`src/logic/tmw_params.svh`:
```
`ifndef TMW_PARAMS_SVH
`define TMW_PARAMS_SVH

// register byte offsets
`define TMW_OFF_CTRL      5'h00
`define TMW_OFF_COUNT     5'h04
`define TMW_OFF_CMP_A     5'h08
`define TMW_OFF_CMP_B     5'h0C
`define TMW_OFF_CMP_C     5'h10
`define TMW_OFF_CAPTURE   5'h14
`define TMW_OFF_FLAGS     5'h18

// control register fields
`define TMW_CTRL_MODE_LSB 0
`define TMW_CTRL_MODE_MSB 3
`define TMW_CTRL_CSEL_LSB 4
`define TMW_CTRL_CSEL_MSB 6
`define TMW_CTRL_COM_LSB  8
`define TMW_CTRL_USED_MSB 13

// flag register bit positions
`define TMW_FLG_OVF       0
`define TMW_FLG_CMP_A     1
`define TMW_FLG_CAPTURE   4

// waveform mode codes and the ceiling source bit
`define TMW_MODE_NORMAL   4'h0
`define TMW_MODE_CTC_A    4'h4
`define TMW_MODE_FAST8    4'h5
`define TMW_MODE_FAST9    4'h6
`define TMW_MODE_FAST10   4'h7
`define TMW_MODE_CTC_CAP  4'hC
`define TMW_MODE_FASTCAP  4'hE
`define TMW_MODE_FASTA    4'hF
`define TMW_MODE_TOPSRC   3

// fixed ceilings and floor
`define TMW_MAX           16'hFFFF
`define TMW_FLOOR         16'h0000
`define TMW_TOP8          16'h00FF
`define TMW_TOP9          16'h01FF
`define TMW_TOP10         16'h03FF

// count clock select codes
`define TMW_CSEL_STOP     3'h0
`define TMW_CSEL_DIV1     3'h1
`define TMW_CSEL_DIV8     3'h2
`define TMW_CSEL_DIV64    3'h3
`define TMW_CSEL_DIV256   3'h4
`define TMW_CSEL_DIV1024  3'h5
`define TMW_CSEL_EXT_RISE 3'h6
`define TMW_CSEL_EXT_FALL 3'h7

// prescaler terminal counts (divisor minus one)
`define TMW_PRE_T1        10'h000
`define TMW_PRE_T8        10'h007
`define TMW_PRE_T64       10'h03F
`define TMW_PRE_T256      10'h0FF
`define TMW_PRE_T1024     10'h3FF

// compare output mode codes
`define TMW_COM_OFF       2'h0
`define TMW_COM_TOGGLE    2'h1
`define TMW_COM_CLEAR     2'h2
`define TMW_COM_SET       2'h3

// axi responses
`define TMW_RESP_OKAY     2'h0
`define TMW_RESP_SLVERR   2'h2

`endif

```
`src/logic/tmw_pkg.sv`:
```
package tmw_pkg;

  // complete state of the timer, registered in one flop bank
  typedef struct packed {
    logic [15:0]       cnt;      // count_register
    logic [2:0][15:0]  ocr_buf;  // software-visible compare values
    logic [2:0][15:0]  ocr_act;  // values the comparators use
    logic [15:0]       cap;      // capture_register
    logic [3:0]        mode;     // waveform_mode_sel
    logic [2:0]        csel;     // count clock select
    logic [2:0][1:0]   com;      // compare_output_mode per channel
    logic [4:0]        flags;    // overflow, compare a/b/c, capture
    logic [9:0]        presc;    // prescale divider
    logic              ext_s1;   // external clock sync stage 1
    logic              ext_s2;   // external clock sync stage 2
    logic              ext_s3;   // edge detect history
    logic [2:0]        wave;     // wave_out_a..c
    logic              aw_rdy;   // awready and wready
    logic              bvalid;   // write response valid
    logic [1:0]        bresp;    // write response code
    logic              ar_rdy;   // arready
    logic              rvalid;   // read data valid
    logic [31:0]       rdata;    // read data
    logic [1:0]        rresp;    // read response code
  } tmw_state_t;

endpackage

```
`src/logic/tmw_timer.sv`:
```
`include "tmw_params.svh"
`timescale 1ns/1ps
`default_nettype none

module tmw_timer
  import tmw_pkg::*;
(
  input  wire logic        clk_sys,        // system clock, 10 MHz
  input  wire logic        nrst,           // async reset, active low
  input  wire logic        ext_clk_pin,    // external count clock pin
  input  wire logic [4:0]  s_axi_awaddr,   // write address
  input  wire logic        s_axi_awvalid,  // write address valid
  output logic             s_axi_awready,  // write address ready
  input  wire logic [31:0] s_axi_wdata,    // write data
  input  wire logic [3:0]  s_axi_wstrb,    // write byte enables
  input  wire logic        s_axi_wvalid,   // write data valid
  output logic             s_axi_wready,   // write data ready
  output logic [1:0]       s_axi_bresp,    // write response
  output logic             s_axi_bvalid,   // write response valid
  input  wire logic        s_axi_bready,   // write response ready
  input  wire logic [4:0]  s_axi_araddr,   // read address
  input  wire logic        s_axi_arvalid,  // read address valid
  output logic             s_axi_arready,  // read address ready
  output logic [31:0]      s_axi_rdata,    // read data
  output logic [1:0]       s_axi_rresp,    // read response
  output logic             s_axi_rvalid,   // read data valid
  input  wire logic        s_axi_rready,   // read data ready
  output logic             wave_out_a,     // waveform output a
  output logic             wave_out_b,     // waveform output b
  output logic             wave_out_c      // waveform output c
);

  tmw_state_t st;       // registered state
  tmw_state_t next_st;  // next state

  // register decode shared by read and write paths; 7 means unmapped
  function automatic logic [2:0] reg_sel(input logic [4:0] addr);
    unique case (addr)
      `TMW_OFF_CTRL:    reg_sel = 3'h0;
      `TMW_OFF_COUNT:   reg_sel = 3'h1;
      `TMW_OFF_CMP_A:   reg_sel = 3'h2;
      `TMW_OFF_CMP_B:   reg_sel = 3'h3;
      `TMW_OFF_CMP_C:   reg_sel = 3'h4;
      `TMW_OFF_CAPTURE: reg_sel = 3'h5;
      `TMW_OFF_FLAGS:   reg_sel = 3'h6;
      default:          reg_sel = 3'h7;
    endcase
  endfunction

  // merge write data into an old value under the byte enables
  function automatic logic [31:0] merge(input logic [31:0] old_v,
                                        input logic [31:0] new_v,
                                        input logic [3:0]  strb);
    for (int b = 0; b < 4; b++) begin
      merge[b*8 +: 8] = strb[b] ? new_v[b*8 +: 8] : old_v[b*8 +: 8];
    end
  endfunction

  // terminal count of the prescaler for each internal selection
  function automatic logic [9:0] pre_term(input logic [2:0] sel);
    unique case (sel)
      `TMW_CSEL_DIV8:    pre_term = `TMW_PRE_T8;
      `TMW_CSEL_DIV64:   pre_term = `TMW_PRE_T64;
      `TMW_CSEL_DIV256:  pre_term = `TMW_PRE_T256;
      `TMW_CSEL_DIV1024: pre_term = `TMW_PRE_T1024;
      default:           pre_term = `TMW_PRE_T1;
    endcase
  endfunction

  // mode classification
  logic        is_ctc;   // clear-on-match mode
  logic        is_pwm;   // single-slope pwm mode
  logic [15:0] top;      // active ceiling
  logic        tick;     // one count clock
  logic        at_top;   // count equals ceiling this tick
  logic [2:0]  wsel;     // decoded write register
  logic [2:0]  rsel;     // decoded read register
  logic        wr_go;    // write handshake cycle
  logic        rd_go;    // read handshake cycle
  logic [31:0] wval;     // merged write value
  logic [31:0] ctrl_rd;  // control register image

  // decode of the mode field and the ceiling it selects
  always_comb begin
    is_ctc = (st.mode == `TMW_MODE_CTC_A) || (st.mode == `TMW_MODE_CTC_CAP);
    is_pwm = (st.mode == `TMW_MODE_FAST8) || (st.mode == `TMW_MODE_FAST9)
          || (st.mode == `TMW_MODE_FAST10) || (st.mode == `TMW_MODE_FASTCAP)
          || (st.mode == `TMW_MODE_FASTA);
    unique case (st.mode)
      `TMW_MODE_FAST8:   top = `TMW_TOP8;
      `TMW_MODE_FAST9:   top = `TMW_TOP9;
      `TMW_MODE_FAST10:  top = `TMW_TOP10;
      `TMW_MODE_FASTCAP: top = st.cap;
      `TMW_MODE_FASTA:   top = st.ocr_act[0];
      `TMW_MODE_CTC_A:   top = st.ocr_act[0];
      `TMW_MODE_CTC_CAP: top = st.cap;
      default:           top = `TMW_MAX;
    endcase
    at_top = (is_ctc || is_pwm) && (st.cnt == top);
  end

  // count clock: prescaler terminal count or synchronised pin edge
  always_comb begin
    unique case (st.csel)
      `TMW_CSEL_STOP:     tick = 1'b0;
      `TMW_CSEL_EXT_RISE: tick = st.ext_s2 && !st.ext_s3;
      `TMW_CSEL_EXT_FALL: tick = !st.ext_s2 && st.ext_s3;
      default:            tick = (st.presc == pre_term(st.csel));
    endcase
  end

  // bus decode helpers
  always_comb begin
    wsel    = reg_sel(s_axi_awaddr);
    rsel    = reg_sel(s_axi_araddr);
    wr_go   = st.aw_rdy;
    rd_go   = st.ar_rdy;
    ctrl_rd = '0;
    ctrl_rd[`TMW_CTRL_MODE_MSB:`TMW_CTRL_MODE_LSB] = st.mode;
    ctrl_rd[`TMW_CTRL_CSEL_MSB:`TMW_CTRL_CSEL_LSB] = st.csel;
    ctrl_rd[`TMW_CTRL_USED_MSB:`TMW_CTRL_COM_LSB]  = st.com;
    unique case (wsel)
      3'h0:    wval = merge(ctrl_rd, s_axi_wdata, s_axi_wstrb);
      3'h1:    wval = merge({16'h0000, st.cnt}, s_axi_wdata, s_axi_wstrb);
      3'h2:    wval = merge({16'h0000, st.ocr_buf[0]}, s_axi_wdata, s_axi_wstrb);
      3'h3:    wval = merge({16'h0000, st.ocr_buf[1]}, s_axi_wdata, s_axi_wstrb);
      3'h4:    wval = merge({16'h0000, st.ocr_buf[2]}, s_axi_wdata, s_axi_wstrb);
      3'h5:    wval = merge({16'h0000, st.cap}, s_axi_wdata, s_axi_wstrb);
      default: wval = merge(32'h0000_0000, s_axi_wdata, s_axi_wstrb);
    endcase
  end

  // next-state logic: counter, compare units, flags, bus slave
  always_comb begin
    logic [4:0] set_f;  // flags raised by hardware this cycle
    logic [4:0] clr_f;  // flags cleared by software this cycle
    set_f   = '0;
    clr_f   = '0;
    next_st = st;

    // pin synchroniser; only stage two feeds the edge detector
    next_st.ext_s1 = ext_clk_pin;
    next_st.ext_s2 = st.ext_s1;
    next_st.ext_s3 = st.ext_s2;

    // prescaler runs only while an internal divide is selected
    if (tick || st.csel == `TMW_CSEL_STOP || st.csel == `TMW_CSEL_EXT_RISE
        || st.csel == `TMW_CSEL_EXT_FALL) begin
      next_st.presc = '0;
    end else begin
      next_st.presc = st.presc + 10'h001;
    end

    if (tick) begin
      // compare units see the count held before this tick
      for (int i = 0; i < 3; i++) begin
        if (st.cnt == st.ocr_act[i]) begin
          set_f[`TMW_FLG_CMP_A + i] = 1'b1;
          if (is_pwm) begin
            unique case (st.com[i])
              `TMW_COM_CLEAR: next_st.wave[i] = 1'b0;
              `TMW_COM_SET:   next_st.wave[i] = 1'b1;
              `TMW_COM_TOGGLE: begin
                // toggle only exists for channel a with a as ceiling
                if (i == 0 && st.mode == `TMW_MODE_FASTA) begin
                  next_st.wave[i] = !st.wave[i];
                end
              end
              default: ;
            endcase
          end else begin
            unique case (st.com[i])
              `TMW_COM_TOGGLE: next_st.wave[i] = !st.wave[i];
              `TMW_COM_CLEAR:  next_st.wave[i] = 1'b0;
              `TMW_COM_SET:    next_st.wave[i] = 1'b1;
              default: ;
            endcase
          end
        end
        // counter clearing restores the opposite level; applied after the
        // match so a compare equal to the ceiling holds the output steady
        if (is_pwm && at_top) begin
          if (st.com[i] == `TMW_COM_CLEAR) next_st.wave[i] = 1'b1;
          if (st.com[i] == `TMW_COM_SET)   next_st.wave[i] = 1'b0;
        end
      end

      if (at_top) begin
        next_st.cnt = `TMW_FLOOR;
        if (is_pwm) begin
          set_f[`TMW_FLG_OVF] = 1'b1;
          next_st.ocr_act     = st.ocr_buf;
        end else if (st.mode[`TMW_MODE_TOPSRC]) begin
          set_f[`TMW_FLG_CAPTURE] = 1'b1;
        end else begin
          set_f[`TMW_FLG_CMP_A] = 1'b1;
        end
      end else begin
        // a ceiling below the count is passed and reached after the wrap
        next_st.cnt = st.cnt + 16'h0001;
        if (st.cnt == `TMW_MAX && !is_pwm) begin
          set_f[`TMW_FLG_OVF] = 1'b1;
        end
      end
    end

    // write channel: address and data are taken together in one cycle
    next_st.aw_rdy = s_axi_awvalid && s_axi_wvalid && !st.aw_rdy && !st.bvalid;
    if (st.bvalid && s_axi_bready) begin
      next_st.bvalid = 1'b0;
    end
    if (wr_go) begin
      next_st.bvalid = 1'b1;
      next_st.bresp  = (wsel == 3'h7) ? `TMW_RESP_SLVERR : `TMW_RESP_OKAY;
      unique case (wsel)
        3'h0: begin
          next_st.mode = wval[`TMW_CTRL_MODE_MSB:`TMW_CTRL_MODE_LSB];
          next_st.csel = wval[`TMW_CTRL_CSEL_MSB:`TMW_CTRL_CSEL_LSB];
          next_st.com  = wval[`TMW_CTRL_USED_MSB:`TMW_CTRL_COM_LSB];
        end
        3'h1: next_st.cnt = wval[15:0];
        3'h2, 3'h3, 3'h4: begin
          next_st.ocr_buf[wsel - 3'h2] = wval[15:0];
          // only the fast pwm modes defer the new value to the ceiling
          if (!is_pwm) begin
            next_st.ocr_act[wsel - 3'h2] = wval[15:0];
          end
        end
        3'h5: next_st.cap = wval[15:0];
        3'h6: clr_f = wval[4:0];
        default: ;
      endcase
    end

    // a flag raised in the cycle it is cleared stays raised
    next_st.flags = (st.flags & ~clr_f) | set_f;

    // read channel
    next_st.ar_rdy = s_axi_arvalid && !st.ar_rdy && !st.rvalid;
    if (st.rvalid && s_axi_rready) begin
      next_st.rvalid = 1'b0;
    end
    if (rd_go) begin
      next_st.rvalid = 1'b1;
      next_st.rresp  = (rsel == 3'h7) ? `TMW_RESP_SLVERR : `TMW_RESP_OKAY;
      unique case (rsel)
        3'h0:    next_st.rdata = ctrl_rd;
        3'h1:    next_st.rdata = {16'h0000, st.cnt};
        3'h2:    next_st.rdata = {16'h0000, st.ocr_buf[0]};
        3'h3:    next_st.rdata = {16'h0000, st.ocr_buf[1]};
        3'h4:    next_st.rdata = {16'h0000, st.ocr_buf[2]};
        3'h5:    next_st.rdata = {16'h0000, st.cap};
        3'h6:    next_st.rdata = {27'h0000000, st.flags};
        default: next_st.rdata = 32'h0000_0000;
      endcase
    end
  end

  // single flop bank; everything zero after reset
  always_ff @(posedge clk_sys or negedge nrst) begin
    if (!nrst) begin
      st <= '0;
    end else begin
      st <= next_st;
    end
  end

  // outputs straight from the flop bank
  assign s_axi_awready = st.aw_rdy;
  assign s_axi_wready  = st.aw_rdy;
  assign s_axi_bvalid  = st.bvalid;
  assign s_axi_bresp   = st.bresp;
  assign s_axi_arready = st.ar_rdy;
  assign s_axi_rvalid  = st.rvalid;
  assign s_axi_rdata   = st.rdata;
  assign s_axi_rresp   = st.rresp;
  assign wave_out_a    = st.wave[0];
  assign wave_out_b    = st.wave[1];
  assign wave_out_c    = st.wave[2];

  // checks
  AST_NORMAL_WRAP: assert property (@(posedge clk_sys) disable iff (!nrst)
    (tick && st.mode == `TMW_MODE_NORMAL && st.cnt == `TMW_MAX
     && !(wr_go && wsel == 3'h1))
    |=> (st.cnt == `TMW_FLOOR) && st.flags[`TMW_FLG_OVF])
    else $error("normal mode did not wrap with overflow");
  AST_COUNT_STEP: assert property (@(posedge clk_sys) disable iff (!nrst)
    (tick && !at_top && !(wr_go && wsel == 3'h1))
    |=> st.cnt == $past(st.cnt) + 16'h0001)
    else $error("count did not advance by one");
  AST_CTC_CLEAR: assert property (@(posedge clk_sys) disable iff (!nrst)
    (tick && is_ctc && st.cnt == top && !(wr_go && wsel == 3'h1))
    |=> st.cnt == `TMW_FLOOR)
    else $error("clear-on-match did not clear at ceiling");
  AST_CTC_FLAG_A: assert property (@(posedge clk_sys) disable iff (!nrst)
    (tick && st.mode == `TMW_MODE_CTC_A && st.cnt == st.ocr_act[0])
    |=> st.flags[`TMW_FLG_CMP_A])
    else $error("compare a flag missed at ceiling");
  AST_PWM_LOAD: assert property (@(posedge clk_sys) disable iff (!nrst)
    (tick && is_pwm && at_top && !wr_go)
    |=> (st.ocr_act == $past(st.ocr_buf)) && st.flags[`TMW_FLG_OVF])
    else $error("ceiling did not load buffers and set overflow");
  AST_TOGGLE_A: assert property (@(posedge clk_sys) disable iff (!nrst)
    (tick && st.mode == `TMW_MODE_NORMAL && st.com[0] == `TMW_COM_TOGGLE
     && st.cnt == st.ocr_act[0])
    |=> wave_out_a != $past(wave_out_a))
    else $error("output a did not toggle on match");
  AST_CTC_IMMEDIATE: assert property (@(posedge clk_sys) disable iff (!nrst)
    (wr_go && wsel == 3'h2 && is_ctc && s_axi_wstrb == 4'hF)
    |=> st.ocr_act[0] == $past(s_axi_wdata[15:0]))
    else $error("compare a write not immediate");
  AST_DIV8_GAP: assert property (@(posedge clk_sys) disable iff (!nrst)
    (tick && st.csel == `TMW_CSEL_DIV8 && !wr_go)
    |=> (!tick) [*7] ##1 (tick || st.csel != `TMW_CSEL_DIV8))
    else $error("divide by eight spacing wrong");
  AST_PWM_SET_HIGH: assert property (@(posedge clk_sys) disable iff (!nrst)
    (tick && is_pwm && at_top && st.com[1] == `TMW_COM_CLEAR)
    |=> wave_out_b)
    else $error("output b not restored at counter clear");

  // further checks on the counter, the flags and the pins
  // a compare value equal to the ceiling: the clear at the match and the
  // set at the counter clear fall on one tick, so the level never drops
  AST_PWM_HOLD_C: assert property (@(posedge clk_sys) disable iff (!nrst)
    (tick && is_pwm && at_top && st.com[2] == `TMW_COM_CLEAR
     && st.ocr_act[2] == top)
    |=> wave_out_c)
    else $error("output c not held at compare equal to ceiling");

  // a count write wins over a tick, so every step check leaves it out
  AST_PWM_WRAP: assert property (@(posedge clk_sys) disable iff (!nrst)
    (tick && is_pwm && at_top && !(wr_go && wsel == 3'h1))
    |=> st.cnt == `TMW_FLOOR)
    else $error("fast pwm did not return to the floor");

  AST_CAP_FLAG: assert property (@(posedge clk_sys) disable iff (!nrst)
    (tick && st.mode == `TMW_MODE_CTC_CAP && st.cnt == st.cap)
    |=> st.flags[`TMW_FLG_CAPTURE])
    else $error("capture flag missed at ceiling");

  // only a software write of one may lower the overflow flag; counting
  // alone keeps it up, which is what makes it usable as a seventeenth bit
  AST_OVF_STICKY: assert property (@(posedge clk_sys) disable iff (!nrst)
    (st.flags[`TMW_FLG_OVF] && !(wr_go && wsel == 3'h6))
    |=> st.flags[`TMW_FLG_OVF])
    else $error("overflow flag dropped without a clear");

  // with the count clock stopped only software moves the count
  AST_STOP_HOLD: assert property (@(posedge clk_sys) disable iff (!nrst)
    (st.csel == `TMW_CSEL_STOP && !(wr_go && wsel == 3'h1))
    |=> $stable(st.cnt))
    else $error("count moved with the count clock stopped");

  // a pin edge counts once, two clocks after it reaches the first stage;
  // the pin is not filtered, so a bouncing source counts every bounce
  AST_EXT_TICK: assert property (@(posedge clk_sys) disable iff (!nrst)
    (st.csel == `TMW_CSEL_EXT_RISE && st.ext_s2 && !st.ext_s3 && !is_ctc
     && !is_pwm && !(wr_go && wsel == 3'h1))
    |=> st.cnt == $past(st.cnt) + 16'h0001)
    else $error("external rising edge not counted");

endmodule

`default_nettype wire

```
`config.mk`:
```
export PLATFORM = sky130hd
export DESIGN_NAME = tmw_timer
export DESIGN_NICKNAME = d
export VERILOG_FILES = /design/src/logic/tmw_pkg.sv /design/src/logic/tmw_timer.sv
export VERILOG_INCLUDE_DIRS = /design/src /design/src/logic
export SDC_FILE = /design/constraint.sdc
export NUM_CORES = 1
export LEC_CHECK = 0
export ABC_AREA = 0
export BUFFER_PORTS_ARGS = -buffer_cell sky130_fd_sc_hd__buf_2
export CAP_MARGIN = 10
export CORE_MARGIN = 2
export CORE_UTILIZATION = 60
export CTS_CLUSTER_DIAMETER = 30
export CTS_CLUSTER_SIZE = 12
export DETAILED_ROUTE_END_ITERATION = 7
export PLACE_DENSITY = 0.77
export REMOVE_ABC_BUFFERS = 1
export SYNTH_ARGS = -nofsm -noshare
export SYNTH_HDL_FRONTEND = slang
export SYNTH_SLANG_ARGS = --single-unit
```
`constraint.sdc`:
```
create_clock -name clk_sys -period 3.34 [get_ports clk_sys]
set_clock_uncertainty 0.15 [all_clocks]
set_input_delay 0.668 -clock clk_sys [delete_from_list [all_inputs] [get_ports clk_sys]]
set_output_delay 0.668 -clock clk_sys [all_outputs]
set_load 0.02 [all_outputs]
```
Word-level counts from Yosys, hierarchy flattened --
Cells that the tools add are included.
Storage, ports and cells: output and inout bits 44, bits in registers 202, bits in writable memories 0, bits of input ports 54, memories kept 0, latch bits 0, ROM bits 0
Cells by class: multipliers 0, bitwise operators 3, reductions and logical operators 46, add/subtract/negate cells 3, shift-type cells 0, magnitude comparators 2, equality and inequality tests 54, mux-type cells 81, div/mod/pow operators 0
Operators by type and width (count):
- 48-bit 2-to-1 mux | 4
- 141-bit 2-to-1 mux | 1
- 8-bit 2-to-1 mux | 14
- 16-bit one-hot mux with 7 select lines | 1
- 48-bit bitwise mux | 2
- 96-bit 2-to-1 mux | 1
- 16-bit one-hot mux with 6 select lines | 1
- 16-bit 2-to-1 mux | 5
- 16-bit one-hot mux with 5 select lines | 1
- 16-bit == test | 4
- 3-bit one-hot mux with 7 select lines | 2
- 10-bit one-hot mux with 4 select lines | 1
- 3-bit == test (second input constant) | 12
- 35-bit 2-to-1 mux | 1
- 16-bit demux with 2-bit select | 1
- 5-bit == test (second input constant) | 6
- 1-bit 2-to-1 mux | 30
- 5-bit by 4-bit == test with 1-bit output (second input constant) | 4
- 10-bit 2-to-1 mux | 2
- 3-bit by 2-bit == test with 1-bit output (second input constant) | 6
- 16-bit by 1-bit adder with 16-bit output (second input constant) | 1
- 16-bit == test (second input constant) | 1
- 4-bit by 3-bit == test with 1-bit output (second input constant) | 4
- 5-bit 2-to-1 mux | 3
- 27 further kinds | 81

Longest topological paths before layout --
depth after elaboration 13, depth in mapped cells 13, gate-level depth less buffers 9

Worst setup path before layout --
No wires, ideal clock.
kind input port to flip-flop, start point input port s_axi_awaddr[3], end point register st[188] (netlist bit), path buffers 2, library setup time 0.127 ns, data arrival time 3.010 ns, data required time 3.063 ns, setup slack 0.052 ns, stages on the path 11, cells stage by stage nor3_1 -> clkbuf_1 -> inv_1 -> ha_1 -> and2_1 -> clkbuf_1 -> a22oi_1 -> o21ai_0 -> o31ai_1 -> o22ai_1 -> or2_2
RTL lines:
- start: declaration | line tmw_timer.sv:11 | input wire logic [4:0] s_axi_awaddr,
- end signal: assignment | line tmw_timer.sv:264 | st <= next_st;
- end: declaration | line tmw_timer.sv:33 | tmw_state_t st;

==> impl_metrics.py <==
metrics = {
    "run_status": {
        "status": "finished, final reports clean",
    },
    "logic_synthesis": {
        "yosys.cell_count.top_type": "dfrtp_1",
        "ys_seq_area_share_pct": 40.4,
        "async_reset_ff_share_pct": 100,
        "synth_top_area_cell": "dfrtp_1",
        "avgSynthCellArea_sq_um": 9.26,
        "synth_common_cells": "184 x dfrtp_1, 151 x nand2_1, 103 x o21ai_0, 89 x mux2i_1, 67 x clkbuf_1",
        "synth_area_leaders": "dfrtp_1 40%, mux2i_1 7.8%, nand2_1 5.0%, o21ai_0 4.5%, xnor2_1 3.5%",
        "ys.flop_type": "dfrtp_1",
        "synth.top_cell.area_share_pct": 40.4,
        "synth-edff-count": 0,
        "syn-cell-area_sq_mm": 0.0114,
        "yosysWarnings": 0,
        "synth_cells": 1230,
        "synth.distinct_cells": 79,
        "ys_seq_elements": 184,
    },
    "place": {
        "post-place-ws_ps": -51.4,
        "routabilityCongestion": 1.01,
        "postPlaceCellArea_sq_mm": 0.0123,
        "io_buffers": 61,
        "dp_hpwl_mm": 27.4,
    },
    "run": {
        "maxCapViolCount": 0,
    },
    "timing": {
        "max_slew_margin_pct": 38.6,
        "worst_slack_ps": 26.2,
        "setup_viol": 0,
        "max_freq_ghz": 0.302,
        "fin_crit_ps": 3310,
        "worst_pin_slew_ps": 913,
        "hold_violations": 0,
        "fin_crit_sh_pct": 99.2,
        "setup_tns_ps": 0,
        "report.final.slew_viol_count": 0,
    },
    "setup_path": {
        "crit_type": "flop to flop",
        "critical_path.top_delay_family": "simple AND/OR/NAND/NOR gates",
        "critPathCaptureType": "flop",
        "worstSetupStartpointType": "flop",
        "max_stage_delay_ps": 570,
        "reg2reg_slack_ps": 30,
        "path_cells": "or3_1, o221ai_2, buf_4, o211ai_1, a211oi_1, nand4_1, or4_4, buf_12, mux2i_1, mux2i_1",
        "crit_arrival_ps": 3440,
        "reg2reg_to": "st[107]",
        "crit_fanout": 27,
        "cp_num_buf_inv": 2,
        "slowest_stage": "or4_4",
        "crit_required_ps": 3470,
        "cp_common_cell": "mux2i_1",
        "worstReg2RegStart": "ctrl_rd[3]",
        "worstRegToRegCells": 10,
    },
    "detailed_routing": {
        "drt_iter0_markers": 1380,
        "drc": 0,
        "routedWlPerCell_um": 24.4,
        "firstDrtPassIters": 6,
        "ant_nets": 0,
        "vias_per_cell": 6.67,
        "wl_met3_mm": 4.36,
        "highest_layer": "met5",
        "vias": 10400,
        "routed_wl_mm": 38.0,
        "met1_length_mm": 15.5,
        "dr_wl_met2_mm": 16.4,
    },
    "floorplan": {
        "initial_core_util_pct": 61.1,
        "core_area_sq_mm": 0.0186,
        "io_pins": 98,
        "rows": 50,
        "die_y_um": 142,
        "dieWidth_um": 142,
        "die_area_sq_mm": 0.0201,
    },
    "clocking": {
        "clockBufferDepth": 2,
        "insertion_delay_ps": 440,
        "cts_sinks": 184,
        "cts_buffers": 17,
        "cts_tree": "built",
        "h-tree-depth": 4,
        "postCtsHoldBufs": 0,
        "cts-root-buf": "clkbuf_16",
        "clk_pin_slew_ps": 70,
    },
    "layout": {
        "drive_above_1_share_pct": 20.9,
        "fin_nets": 1371,
        "area_growth_pct": 14.9,
        "finalInstanceArea_sq_mm": 0.0131,
        "antenna_cells": 0,
    },
    "global_route": {
        "grtUsageTotal_pct": 38.7,
        "overflow": 0,
        "antenna_found_initial": 1,
        "grt_pass1_wl_mm": 58.3,
        "grt_pass1_vias": 9752,
        "grt_max_degree": 74,
    },
    "power_and_ir_drop": {
        "ir_drop_uv": 369,
        "fin_total_pwr_mw": 6.95,
        "powerDensity_mw_per_mm2": 532,
        "p_leak_nw": 5.82,
    },
    "worst_hold_path": {
        "hold_path.class": "primary input to async pin",
    },
}
cells by family after synthesis:
family / count (synthesis) / synth area share (%)
other: 1 / 0.0329
AO/OA/AOI/OAI: 287 / 16.5
flip-flops: 184 / 40.4
multiplexers: 131 / 12.7
AND/OR/NAND/NOR: 385 / 17.2
XOR/XNOR: 72 / 5.54
buffers and inverters: 167 / 7.27
adder cells (fa/ha/maj): 3 / 0.330
final cells by class:
cell class                 count  area, sq um
sequential                   184         4610
timing repair buffer         175         1260
inverter                      40          150
clock buffer                  18          439
fill                        1475         5570
multi-input combinational    896         6140
clock inverter                14          188
tap                          234          293
how the worst max path moves through the flow:
stage / start / endpoint / slack [ps] / cells after the start
final: ctrl_rd[3] / st[107] / 30 / 10
after global routing: ctrl_rd[0] / st[188] / -2 / 13
after detailed placement: ctrl_rd[0] / st[123] / -50 / 10
after global placement: ctrl_rd[0] / st[123] / -20 / 10
after floorplan: s_axi_awaddr[3] / st[122] / -1430 / 8
after CTS: ctrl_rd[0] / wave_out_a / 30 / 12
routing by layer:
metal,global-route usage (%),up-vias
met5,0,-
met4,15.4,2
met3,8.88,138
met2,58.4,700
met1,54.4,5005
li1,-,4564
cell usage in the layout, fill, tap and decap left out, types with 20 or more instances in the layout:
cell type	instances
xnor2_1	46
buf_2	60
nand4_1	22
nor2_1	52
a21oi_1	20
dfrtp_1	182
nand2_1	151
a22oi_1	22
o21ai_0	103
o21ai_1	21
nor3_1	20
buf_4	106
xor2_1	26
mux2_2	35
inv_1	39
nand3_1	26
mux2i_1	88
power breakdown:
group          switching (mW)  total (mW)  leakage, nW  internal, mW
Combinational            1.26        2.12         3.30         0.858
Sequential              0.241        2.64         2.22          2.40
Clock                   0.973        2.19        0.306          1.22
Total                    2.47        6.95         5.82          4.48
per-stage QoR:
stage | hold slack [ps] | util (%) | std cells
CTS | 53.0 | 69.7 | 1559
global placement | 182 | 66.2 | 1526
floorplan | 181 | - | 1120
detailed placement | 192 | 66.2 | 1526
finish | 36.1 | 70.1 | 1561
global route | 64.9 | 70.1 | 1561
worst register-to-register path, cell delays in order, from the launching register on:
cell	delay (ps)
dfrtp_1	440
or3_1	470
o221ai_2	220
buf_4	140
o211ai_1	120
a211oi_1	320
nand4_1	200
or4_4	570
buf_12	200
mux2i_1	240
mux2i_1	90
timing repair:
| item | in CTS | in global routing |
|---|---|---|
| setup buffers | 1 | 2 |
| gates resized for setup | 4 | 14 |
| pin swaps | 1 | 2 |
| setup endpoints to repair | 24 | 12 |
Note: power is estimated with default switching activity, not from simulation.
